## src/pd_vendor_pkg.sv

```systemverilog
// Shared constants, types and encodings for the vendor sink transmit, swap and alert block.
package pd_vendor_pkg;
   // Register offsets.
   localparam logic [7:0] OFS_SINK_TX = 8'hB0;
   localparam logic [7:0] OFS_SRC_SWAP = 8'hB1;
   localparam logic [7:0] OFS_SNK_SWAP = 8'hB2;
   localparam logic [7:0] OFS_ALERT = 8'hB3;
   localparam logic [7:0] OFS_ALERT_MASK = 8'hB4;
   // Reset values.
   localparam logic [7:0] RST_SINK_TX = 8'h40;
   localparam logic [7:0] RST_SRC_SWAP = 8'h00;
   localparam logic [7:0] RST_SNK_SWAP = 8'h00;
   localparam logic [6:0] RST_ALERT = 7'h00;
   localparam logic [6:0] RST_ALERT_MASK = 7'h7F;
   // Writable bits of the sink transmit and source swap registers; the rest read as zero except the swap start bit.
   localparam logic [7:0] WMASK_SINK_TX = 8'h77;
   localparam logic [7:0] WMASK_SRC_SWAP = 8'h0E;
   // Sink transmit field positions.
   localparam int SINK_TX_DISABLE_BIT = 6;
   localparam int RETRANSMIT_LSB = 4;
   localparam int FRAME_SEL_LSB = 0;
   // Source and sink swap field positions.
   localparam int GATE_DELAY_LSB = 2;
   localparam int MANUAL_SINK_BIT = 1;
   localparam int SWAP_START_BIT = 0;
   localparam int SWAP_DETECT_BIT = 0;
   // Alert bit positions.
   localparam int ALERT_DISCHARGE_BIT = 6;
   localparam int ALERT_INPUT2_BIT = 5;
   localparam int ALERT_INPUT1_BIT = 4;
   localparam int ALERT_SUPPLY_BIT = 3;
   localparam int ALERT_OTP_BIT = 2;
   localparam int ALERT_SWAP_TX_BIT = 1;
   localparam int ALERT_SWAP_RX_BIT = 0;
   // Frame select codes that carry no retries.
   localparam logic [2:0] FRAME_HARD_RESET = 3'h5;
   localparam logic [2:0] FRAME_CABLE_RESET = 3'h6;
   localparam logic [2:0] FRAME_BIST_MODE2 = 3'h7;
   // Advertised Rp current level from the CC status logic.
   localparam logic [1:0] RP_LEVEL_1A5 = 2'h2;
   localparam logic [1:0] RP_LEVEL_3A0 = 2'h3;
   // Sink gate delay codes and times.
   localparam logic [1:0] GATE_DELAY_NONE = 2'h0;
   localparam logic [1:0] GATE_DELAY_150 = 2'h1;
   localparam logic [1:0] GATE_DELAY_300 = 2'h2;
   localparam int CLK_FREQ_MHZ = 20;
   localparam int GATE_DLY_150_US = 150;
   localparam int GATE_DLY_300_US = 300;
   localparam int GATE_DLY_600_US = 600;
   localparam int GATE_DLY_150_CYC = GATE_DLY_150_US * CLK_FREQ_MHZ;
   localparam int GATE_DLY_300_CYC = GATE_DLY_300_US * CLK_FREQ_MHZ;
   localparam int GATE_DLY_600_CYC = GATE_DLY_600_US * CLK_FREQ_MHZ;
   localparam int DLY_CNT_W = 16;

   typedef enum logic [3:0] {
      STX_IDLE = 4'b0001,
      STX_ARMED = 4'b0010,
      STX_SEND = 4'b0100,
      STX_WAIT = 4'b1000
   } stx_state_t;

   typedef struct packed {
      logic [7:0] addr;
      logic wr;
      logic rd;
      logic [7:0] wdata;
   } reg_req_t;

   typedef struct packed {
      logic valid;
      logic [2:0] frame;
   } tx_cmd_t;
endpackage

```

## src/gate_delay_timer.sv

```systemverilog
// Delay timer that turns the sink gate on a programmed time after swap signalling ends.
`timescale 1ns/100ps
module gate_delay_timer import pd_vendor_pkg::*; #(
   parameter int unsigned DLY_150_CYC = GATE_DLY_150_CYC,
   parameter int unsigned DLY_300_CYC = GATE_DLY_300_CYC,
   parameter int unsigned DLY_600_CYC = GATE_DLY_600_CYC
) (
   // Clock and reset
   input wire logic ref_clk_in,
   input wire logic reset_n_in,
   // Control
   input wire logic start_in,
   input wire logic [1:0] code_in,
   input wire logic cancel_in,
   // Result
   output logic done_out
);
   typedef struct packed {
      logic busy;
      logic [DLY_CNT_W-1:0] cnt;
      logic done;
   } tmr_state_t;

   tmr_state_t st_ff;
   tmr_state_t nxt_st;

   // Refuse at elaboration a zero count, or a DLY_600_CYC count too large for the down-counter.
   if (DLY_150_CYC < 1 || DLY_300_CYC < 1 || DLY_600_CYC < 1 ||
       DLY_600_CYC >= (1 << DLY_CNT_W)) begin : g_bad_delay
      $error("gate_delay_timer: delay counts out of range");
   end

   function automatic logic [DLY_CNT_W-1:0] load_count(input logic [1:0] code);
      case (code)
         GATE_DELAY_150: load_count = DLY_CNT_W'(DLY_150_CYC - 1);
         GATE_DELAY_300: load_count = DLY_CNT_W'(DLY_300_CYC - 1);
         default: load_count = DLY_CNT_W'(DLY_600_CYC - 1);
      endcase
   endfunction

   always_comb begin
      nxt_st = st_ff;
      nxt_st.done = 1'b0;
      if (cancel_in) begin
         nxt_st.busy = 1'b0;
      end else if (start_in) begin
         nxt_st.busy = 1'b1;
         nxt_st.cnt = load_count(code_in);
      end else if (st_ff.busy) begin
         if (st_ff.cnt == '0) begin
            nxt_st.busy = 1'b0;
            nxt_st.done = 1'b1;
         end else begin
            nxt_st.cnt = st_ff.cnt - 1'b1;
         end
      end
   end

   always_ff @(posedge ref_clk_in or negedge reset_n_in) begin
      if (!reset_n_in) begin
         st_ff <= '0;
      end else begin
         st_ff <= nxt_st;
      end
   end

   assign done_out = st_ff.done;
endmodule // gate_delay_timer

```

## src/pd_vendor_sink_tx_frs_alerts.sv

```systemverilog
// Vendor sink transmit, fast role swap control and vendor alert registers.
`timescale 1ns/100ps
module pd_vendor_sink_tx_frs_alerts import pd_vendor_pkg::*; #(
   parameter int unsigned DLY_150_CYC = GATE_DLY_150_CYC,
   parameter int unsigned DLY_300_CYC = GATE_DLY_300_CYC,
   parameter int unsigned DLY_600_CYC = GATE_DLY_600_CYC
) (
   // Clock and reset
   input wire logic ref_clk_in,
   input wire logic reset_n_in,
   // Register port from the management interface
   input wire reg_req_t reg_req_in,
   output logic [7:0] reg_rdata_out,
   // Port role and CC status
   input wire logic is_source_in,
   input wire logic [1:0] cc_rp_level_in,
   // PD transmitter
   output tx_cmd_t tx_cmd_out,
   input wire logic tx_done_in,
   input wire logic tx_ok_in,
   // Fast role swap signalling
   output logic frs_signal_req_out,
   input wire logic frs_signal_done_in,
   input wire logic frs_rx_detect_in,
   input wire logic input2_swap_function_in,
   input wire logic gpo2_enable_in,
   // Sink gate
   output logic sink_gate_on_out,
   input wire logic sink_gate_off_in,
   // Alert sources
   input wire logic gpi1_pin_in,
   input wire logic gpi2_pin_in,
   input wire logic supply_detect_pin_in,
   input wire logic discharge_done_in,
   input wire logic otp_event_in,
   // Status and interrupt
   output logic supply_present_out,
   output logic irq_out
);
   typedef struct packed {
      logic [7:0] sink_tx;
      logic [7:0] src_swap;
      logic swap_detect_en;
      logic [6:0] alert;
      logic [6:0] alert_mask;
      logic [7:0] rdata;
      stx_state_t stx;
      logic [1:0] retries_left;
      logic tx_valid;
      logic [2:0] tx_frame;
      logic [1:0] rp_prev;
      logic frs_busy;
      logic frs_from_input;
      logic frs_req;
      logic gate_on;
      logic timer_start;
      logic [2:0] pin_s1;
      logic [2:0] pin_s2;
      logic [2:0] pin_prev;
   } blk_state_t;

   blk_state_t st_ff;
   blk_state_t nxt_st;
   logic timer_done;

   function automatic logic wr_hit(input reg_req_t req, input logic [7:0] ofs);
      wr_hit = req.wr && (req.addr == ofs);
   endfunction

   function automatic logic [1:0] retry_budget(input logic [7:0] stx_reg);
      logic [2:0] frame;
      frame = stx_reg[FRAME_SEL_LSB +: 3];
      if (frame == FRAME_HARD_RESET || frame == FRAME_CABLE_RESET ||
          frame == FRAME_BIST_MODE2) begin
         retry_budget = 2'h0;
      end else begin
         retry_budget = stx_reg[RETRANSMIT_LSB +: 2];
      end
   endfunction

   gate_delay_timer #(
      .DLY_150_CYC(DLY_150_CYC),
      .DLY_300_CYC(DLY_300_CYC),
      .DLY_600_CYC(DLY_600_CYC)
   ) u_gate_delay (
      .ref_clk_in(ref_clk_in),
      .reset_n_in(reset_n_in),
      .start_in(st_ff.timer_start),
      .code_in(st_ff.src_swap[GATE_DELAY_LSB +: 2]),
      .cancel_in(sink_gate_off_in),
      .done_out(timer_done)
   );

   always_comb begin
      logic [6:0] set_bits;
      logic [6:0] clr_bits;
      logic in2_fall;
      logic rp_step;
      set_bits = '0;
      clr_bits = '0;
      in2_fall = 1'b0;
      rp_step = 1'b0;
      nxt_st = st_ff;
      nxt_st.frs_req = 1'b0;
      nxt_st.tx_valid = 1'b0;
      nxt_st.timer_start = 1'b0;

      // Pins pass two flops; edges are taken only from the second stage onward.
      nxt_st.pin_s1 = {supply_detect_pin_in, gpi2_pin_in, gpi1_pin_in};
      nxt_st.pin_s2 = st_ff.pin_s1;
      nxt_st.pin_prev = st_ff.pin_s2;
      nxt_st.rp_prev = cc_rp_level_in;

      // Register reads answer one cycle later; unmapped offsets read zero.
      nxt_st.rdata = 8'h00;
      if (reg_req_in.rd) begin
         case (reg_req_in.addr)
            OFS_SINK_TX: nxt_st.rdata = st_ff.sink_tx;
            OFS_SRC_SWAP: nxt_st.rdata = st_ff.src_swap;
            OFS_SNK_SWAP: nxt_st.rdata = {7'h00, st_ff.swap_detect_en};
            OFS_ALERT: nxt_st.rdata = {1'b0, st_ff.alert};
            OFS_ALERT_MASK: nxt_st.rdata = {1'b0, st_ff.alert_mask};
            default: nxt_st.rdata = 8'h00;
         endcase
      end

      // Sink transmit register and its arming.
      if (wr_hit(reg_req_in, OFS_SINK_TX)) begin
         nxt_st.sink_tx = reg_req_in.wdata & WMASK_SINK_TX;
         // A write while source, or with the feature disabled, stores but never arms.
         if (!is_source_in && !reg_req_in.wdata[SINK_TX_DISABLE_BIT]) begin
            nxt_st.stx = STX_ARMED;
         end else begin
            nxt_st.stx = STX_IDLE;
         end
      end else begin
         rp_step = (st_ff.rp_prev == RP_LEVEL_1A5) && (cc_rp_level_in == RP_LEVEL_3A0);
         case (st_ff.stx)
            STX_IDLE: nxt_st.stx = STX_IDLE;
            STX_ARMED: begin
               if (st_ff.sink_tx[SINK_TX_DISABLE_BIT] || is_source_in) begin
                  nxt_st.stx = STX_IDLE;
               end else if (rp_step) begin
                  nxt_st.stx = STX_SEND;
                  nxt_st.retries_left = retry_budget(st_ff.sink_tx);
               end
            end
            STX_SEND: begin
               nxt_st.tx_valid = 1'b1;
               nxt_st.tx_frame = st_ff.sink_tx[FRAME_SEL_LSB +: 3];
               nxt_st.stx = STX_WAIT;
            end
            STX_WAIT: begin
               if (tx_done_in) begin
                  if (!tx_ok_in && st_ff.retries_left != 2'h0) begin
                     nxt_st.retries_left = st_ff.retries_left - 1'b1;
                     nxt_st.stx = STX_SEND;
                  end else begin
                     nxt_st.stx = STX_IDLE;
                  end
               end
            end
            default: nxt_st.stx = STX_IDLE;
         endcase
      end

      // Source swap control; the start bit is only set by hardware on a write of 1.
      if (wr_hit(reg_req_in, OFS_SRC_SWAP)) begin
         nxt_st.src_swap[3:1] = reg_req_in.wdata[3:1] & WMASK_SRC_SWAP[3:1];
      end
      in2_fall = st_ff.pin_prev[1] && !st_ff.pin_s2[1];
      if (!st_ff.frs_busy) begin
         if (wr_hit(reg_req_in, OFS_SRC_SWAP) && reg_req_in.wdata[SWAP_START_BIT]) begin
            nxt_st.src_swap[SWAP_START_BIT] = 1'b1;
            nxt_st.frs_busy = 1'b1;
            nxt_st.frs_from_input = 1'b0;
            nxt_st.frs_req = 1'b1;
            if (!reg_req_in.wdata[MANUAL_SINK_BIT] &&
                reg_req_in.wdata[GATE_DELAY_LSB +: 2] == GATE_DELAY_NONE) begin
               nxt_st.gate_on = 1'b1;
            end
         end else if (in2_fall && input2_swap_function_in && !gpo2_enable_in) begin
            nxt_st.frs_busy = 1'b1;
            nxt_st.frs_from_input = 1'b1;
            nxt_st.frs_req = 1'b1;
         end
      end else if (frs_signal_done_in) begin
         nxt_st.frs_busy = 1'b0;
         nxt_st.src_swap[SWAP_START_BIT] = 1'b0;
         if (st_ff.frs_from_input) begin
            set_bits[ALERT_SWAP_TX_BIT] = 1'b1;
         end else if (!st_ff.src_swap[MANUAL_SINK_BIT] &&
                      st_ff.src_swap[GATE_DELAY_LSB +: 2] != GATE_DELAY_NONE) begin
            nxt_st.timer_start = 1'b1;
         end
      end
      if (timer_done) begin
         nxt_st.gate_on = 1'b1;
      end
      if (sink_gate_off_in) begin
         nxt_st.gate_on = 1'b0;
      end

      // Sink swap detection; a fresh arming write wins over a detect in the same cycle.
      if (st_ff.swap_detect_en && frs_rx_detect_in) begin
         nxt_st.swap_detect_en = 1'b0;
         set_bits[ALERT_SWAP_RX_BIT] = 1'b1;
      end
      if (wr_hit(reg_req_in, OFS_SNK_SWAP)) begin
         nxt_st.swap_detect_en = reg_req_in.wdata[SWAP_DETECT_BIT];
      end

      // Alert event sources.
      set_bits[ALERT_DISCHARGE_BIT] = discharge_done_in;
      set_bits[ALERT_INPUT2_BIT] = st_ff.pin_prev[1] ^ st_ff.pin_s2[1];
      set_bits[ALERT_INPUT1_BIT] = st_ff.pin_prev[0] ^ st_ff.pin_s2[0];
      set_bits[ALERT_SUPPLY_BIT] = st_ff.pin_prev[2] ^ st_ff.pin_s2[2];
      set_bits[ALERT_OTP_BIT] = otp_event_in;

      // Write one to clear; an event in the clearing cycle keeps its flag set.
      if (wr_hit(reg_req_in, OFS_ALERT)) begin
         clr_bits = reg_req_in.wdata[6:0];
      end
      nxt_st.alert = (st_ff.alert & ~clr_bits) | set_bits;

      if (wr_hit(reg_req_in, OFS_ALERT_MASK)) begin
         nxt_st.alert_mask = reg_req_in.wdata[6:0];
      end
   end

   always_ff @(posedge ref_clk_in or negedge reset_n_in) begin
      if (!reset_n_in) begin
         st_ff <= '0;
         st_ff.sink_tx <= RST_SINK_TX;
         st_ff.src_swap <= RST_SRC_SWAP;
         st_ff.swap_detect_en <= RST_SNK_SWAP[SWAP_DETECT_BIT];
         st_ff.alert <= RST_ALERT;
         st_ff.alert_mask <= RST_ALERT_MASK;
         st_ff.stx <= STX_IDLE;
      end else begin
         st_ff <= nxt_st;
      end
   end

   assign reg_rdata_out = st_ff.rdata;
   assign tx_cmd_out = '{valid: st_ff.tx_valid, frame: st_ff.tx_frame};
   assign frs_signal_req_out = st_ff.frs_req;
   assign sink_gate_on_out = st_ff.gate_on;
   // The supply level is the synchronised pin, kept for the vendor status register.
   assign supply_present_out = st_ff.pin_s2[2];
   assign irq_out = |(st_ff.alert & st_ff.alert_mask);
endmodule // pd_vendor_sink_tx_frs_alerts

```

## config.mk

```make
export PLATFORM = sky130hd
export DESIGN_NAME = pd_vendor_sink_tx_frs_alerts
export DESIGN_NICKNAME = d
export VERILOG_FILES = /design/src/pd_vendor_pkg.sv /design/src/gate_delay_timer.sv /design/src/pd_vendor_sink_tx_frs_alerts.sv
export SDC_FILE = /design/constraint.sdc
export NUM_CORES = 1
export LEC_CHECK = 0
export ABC_CLOCK_PERIOD_IN_PS = 5100
export BUFFER_PORTS_ARGS = -buffer_cell sky130_fd_sc_hd__buf_2
export CAP_MARGIN = 20
export CORE_ASPECT_RATIO = 0.75
export CORE_UTILIZATION = 62
export CTS_CLUSTER_SIZE = 25
export DETAILED_ROUTE_END_ITERATION = 6
export GPL_TIMING_DRIVEN = 0
export PLACE_DENSITY = 0.91
export SKIP_LAST_GASP = 1
export SYNTH_ARGS = -nofsm -noshare
export SYNTH_HDL_FRONTEND = slang
export SYNTH_SLANG_ARGS = --single-unit
```

## constraint.sdc

```tcl
create_clock -name ref_clk_in -period 5.1 [get_ports ref_clk_in]
set_input_delay 0.255 -clock ref_clk_in [delete_from_list [all_inputs] [get_ports ref_clk_in]]
set_output_delay 0.255 -clock ref_clk_in [all_outputs]
set_load 0.05 [all_outputs]
```

# [Word-level counts from Yosys, hierarchy flattened]
# Cells that the tools add are included.
[totals] elab_cells=150 regBits=77 output_inout_bits=16
[op_classes] n_mux=47 bitwise_logic=10 n_eq_ne=24 n_reduce_logical=44 n_addsub=2
[op_table] cell="$eq A8 B8 Y1 const B" n=5
[op_table] cell="$pmux W7 S5" n=1
[op_table] cell="$pmux W14 S2" n=1
[op_table] cell="$mux W1" n=24
[op_table] cell="$mux W18" n=1
[op_table] cell="$mux W17" n=1
[op_table] cell="$logic_not A16 Y1" n=1
[op_table] cell="$mux W16" n=1
[op_table] cell="$mux W4" n=4
[op_table] cell="$sub A16 B1 Y16 const B" n=1
[op_table] cell="$logic_and A1 B1 Y1" n=15
[op_table] cell="$and A7 B7 Y7" n=2
[op_table] cell="$reduce_bool A2 Y1" n=7
[op_table] cell="$mux W6" n=2
[op_table] cell="$ne A2 B2 Y1 const B" n=6
[op_table] cell="$pmux W4 S3" n=1
[op_table] cell="$mux W2" n=5
[op_table] cell="$eq A3 B3 Y1 const B" n=3
[op_table] cell="$mux W3" n=3
[op_table] cell="$mux W8" n=1
[op_table] cell="$reduce_and A2 Y1" n=4
[op_table] cell="$logic_not A1 Y1" n=7
[op_table] cell="$mux W7" n=1
[op_table] cell="$not A7 Y7" n=1
[op_table] cell="other kinds (19)" n=29

# [Depth between registers and ports, before layout]
[depth] word_depth=9 ltp_mapped=10

# [Cells and area by module]
# A second synthesis with hierarchy kept.
[hier_totals] hier_cells=354 area_unflattened_um2=3687.3
[by_module_without_submodules] mod="pd_vendor_sink_tx_frs_alerts" cells_per_inst=231 n_inst=1 seq_area_each_um2=1462.7 area_per_inst_um2=2602.5
[by_module_without_submodules] mod="gate_delay_timer" cells_per_inst=123 n_inst=1 seq_area_each_um2=450.4 area_per_inst_um2=1084.8

# [Least setup slack after synthesis]
# No wires, ideal clock.
[synth_path] kind="reg-to-reg" start="register u_gate_delay.st_ff[1] (netlist bit)" end="register u_gate_delay.st_ff[5] (netlist bit)" arrival_time_ps=1771 path_slack_ps=3208 stages_incl_launch_ff=10 setup_time_ps=121 cell_sequence="dfrtp_1 -> inv_1 -> ha_1 -> nor3b_4 -> and4b_1 -> buf_4 -> a21o_4 -> inv_2 -> buf_6 -> a22o_1"
[synth_between] elab_chain_len=4 elab_cells_between_ends=7 cone_classes="add/sub: 1; eq/ne: 1; mux: 3; reduce/logical: 2"
[synth_rtl] item="start: declaration" line_no="gate_delay_timer.sv:24" source="tmr_state_t st_ff;"
[synth_rtl] item="start signal: assignment" line_no="gate_delay_timer.sv:63" source="st_ff <= nxt_st;"
[synth_rtl] item="$sub A16 B1 Y16" line_no="gate_delay_timer.sv:54" source="nxt_st.cnt = st_ff.cnt - 1'b1;"
[synth_rtl] item="$mux W16" line_no="gate_delay_timer.sv:50" source="if (st_ff.cnt == '0) begin"
[synth_rtl] item="$mux W18" line_no="gate_delay_timer.sv:49" source="end else if (st_ff.busy) begin"
[synth_rtl] item="$mux W17" line_no="gate_delay_timer.sv:46" source="end else if (start_in) begin"
# Parallel ways exist; a longest one is shown, timed or not. The select of a mux whose other input is x is not followed.
# A chain may end at the register's enable or synchronous reset.

# [Worst setup path in the final report]
# Same ends and word-level chain as after synthesis.

==> metrics.txt <==
status completed; syn_nets between 400 and 500; Worst setup EP type register; Clock Path Buffers 2; WL final 8730 µm; critical path type register to register; Max VDD drop between 200 and 300 µV; die width approximately 92 µm; clock skew 0.0128 ns; Max Clk Rate between 400 and 500 MHz; total clock buffers created by CTS 9; Remaining DRCs 0; Seq/Total Area, Yosys roughly 50%; Fin. Hold Viols 0; clock-pin slew on the worst setup and hold paths 0.08 ns; H-tree depth 3; Starting Density 64.7%; Leakage ~2.1 nW; core region area 5830 µm²; wire per inst approximately 17 µm; min cycle time layout between 2 and 2.5 ns; gpl congestion ~0.88; global-route usage over all layers 29.8%; number of synthesized register bits between 70 and 80; antenna violation net count after detailed routing 0; ys flop type dfrtp_1; ys async rst share 100%; number of flops mapped to enable cells by yosys 0; Setup violations, final 0; synthesized area 3770 µm²; CP startpoint kind register; vias per cell between 6 and 7; largest net degree at the start of global routing 77; DR vias between 3000 and 4000; Worst Path Arrival between 2 and 2.5 ns; Least-Margin Pin Slew around 0.91 ns; diode count 0; worst skew pair latency roughly 0.36 ns; clock root buffer master clkbuf_8; io pins 51; part of the cycle the worst path needs a little over two fifths; 1st-iter DRT viols 500; gr ovfl total 0; initial antenna violation count 0; Die ar. about 6400 µm²; synth unique cells just under 70; PnR worst setup slack just under 3 ns; Die Ht about 70 µm; dpl hpwl 6010 µm; Setup TNS 0 ns; Port-buffer cells 47; Layout Nets approximately 480; commonest non-fill, non-tap cells in the layout dfrtp_1, nand2_1, buf_2, nor2_1, o21ai_0; CTS tree built; Final Slew Violations 0; Area Overhead vs Synth 16.1%; max cap viols 0; global-route wire length before repair about 14000 µm; Worst slew margin between 30% and 40%; HP Class primary input to async pin; DP Worst Slack 2.98 ns; post-synthesis cell count approximately 370; RSZ-0062 raised after global routing false; yosys warns 0; CP required 5.35 ns; share of cells above drive strength 1 ~28%; Power per Cell Area just under 300 nW/µm²; CP Max Fanout 10; CTS Sinks 76; total power 0.00128 W; vias in the first global route 2967; synthesized area per cell roughly 10 µm²; most common cell after layout, fill and taps aside dfrtp_1; Pre-Repair DR Iteration Count 6; Final Util about three quarters; Site Rows 24
## sequential cells by signal (all words and copies together), names as in the netlist, 4 cells and up
name and count:
tx_cmd_out 4, nxt_st 5, st_ff 39, u_gate_delay.st_ff 17, reg_rdata_out 7
## Yosys cell counts, types with 7 or more instances
master	count	area share (%)
nand2_1	56	5.6
ha_1	7	2.3
or3_1	7	1.2
mux2_2	13	3.9
dfrtp_1	67	44
nor3_1	10	1.3
dfstp_2	9	6.3
o21ai_0	24	3.2
nor2_1	35	3.5
buf_4	13	2.6
a22oi_1	8	1.6
inv_1	14	1.4
a21oi_1	8	1.1
## path summary, 6_finish.rpt
| kind | start | to | slack (ns) | cells past startpoint |
|---|---|---|---|---|
| worst max register to register | u_gate_delay.st_ff[1] | u_gate_delay.st_ff[5] | 2.94 | 9 |
| max in group asynchronous | reset_n_in | u_gate_delay.st_ff[3] | 4.50 | 1 |
| min in group ref_clk_in | cc_rp_level_in[0] | st_ff[14] | 0.02 | 1 |
| worst min-delay path | reset_n_in | tx_cmd_out[2] | 0.02 | 1 |
| worst max-delay path | u_gate_delay.st_ff[1] | u_gate_delay.st_ff[5] | 2.94 | 9 |
| worst min register to register | nxt_st[3] | nxt_st[0] | 0.36 | 0 |
## logic make-up (layout without fill, tap and decap cells)
kind of cell / Yosys count / after routing / share of synthesized area (%)
simple gates: 151 / 151 / 21.4
compound gates: 78 / 78 / 14.0
flops: 76 / 76 / 50.7
buf+inv: 38 / 105 / 5.44
mux: 18 / 18 / 5.24
fa+ha+maj: 7 / 7 / 2.32
xor+xnor: 3 / 3 / 0.697
other cells: 1 / 1 / 0.0995
## stage by stage
step / std cells / hold slack (ns) / cell area (µm²)
6_report: 517 / 0.0163 / 4380
5_1_grt: 517 / 0.00692 / 4380
4_1_cts: 516 / 0.00958 / 4370
3_5_place_dp: 497 / 0.340 / 4110
3_3_place_gp: 497 / 0.336 / 4100
2_1_floorplan: 372 / -0.0406 / 3770
## per-layer routing
layer,up-vias,track usage (%),routed length (µm)
met5,-,0,0
met4,0,11.3,215
met3,36,9.54,960
met2,219,42.5,3800
met1,1462,42.8,3750
li1,1433,-,-
## worst max-delay path: stages, from the launching register on
cell and delay, ns:
dfrtp_1 0.41, inv_1 0.08, ha_1 0.18, nor3b_4 0.41, and4b_1 0.26, buf_4 0.14, a21o_4 0.16, inv_2 0.05
buf_6 0.14, a22o_1 0.21
## final cells by class
cell class	count	area (µm²)
Sequential cell	76	1910
Multi-Input combinational cell	258	1650
Fill cell	384	1450
Timing Repair Buffer	51	278
Buffer	23	149
Clock buffer	9	124
Clock inverter	7	106
Tap cell	78	97.6
Inverter	15	56.3
## where the power goes
group          switching, W  leakage, nW  internal, W
clock              0.000241        0.116     0.000284
sequential        0.0000169        0.941     0.000623
combinational     0.0000710         1.03    0.0000433
total              0.000329         2.09     0.000950
## repair_timing
item,4_1_cts,5_1_grt
setup buffers,0,0
gates resized for setup,0,0
hold buffers,3,1
endpoints found under the setup margin,0,0
endpoints found under the hold margin,3,1
No activity file was read; power rests on OpenSTA's default activity.
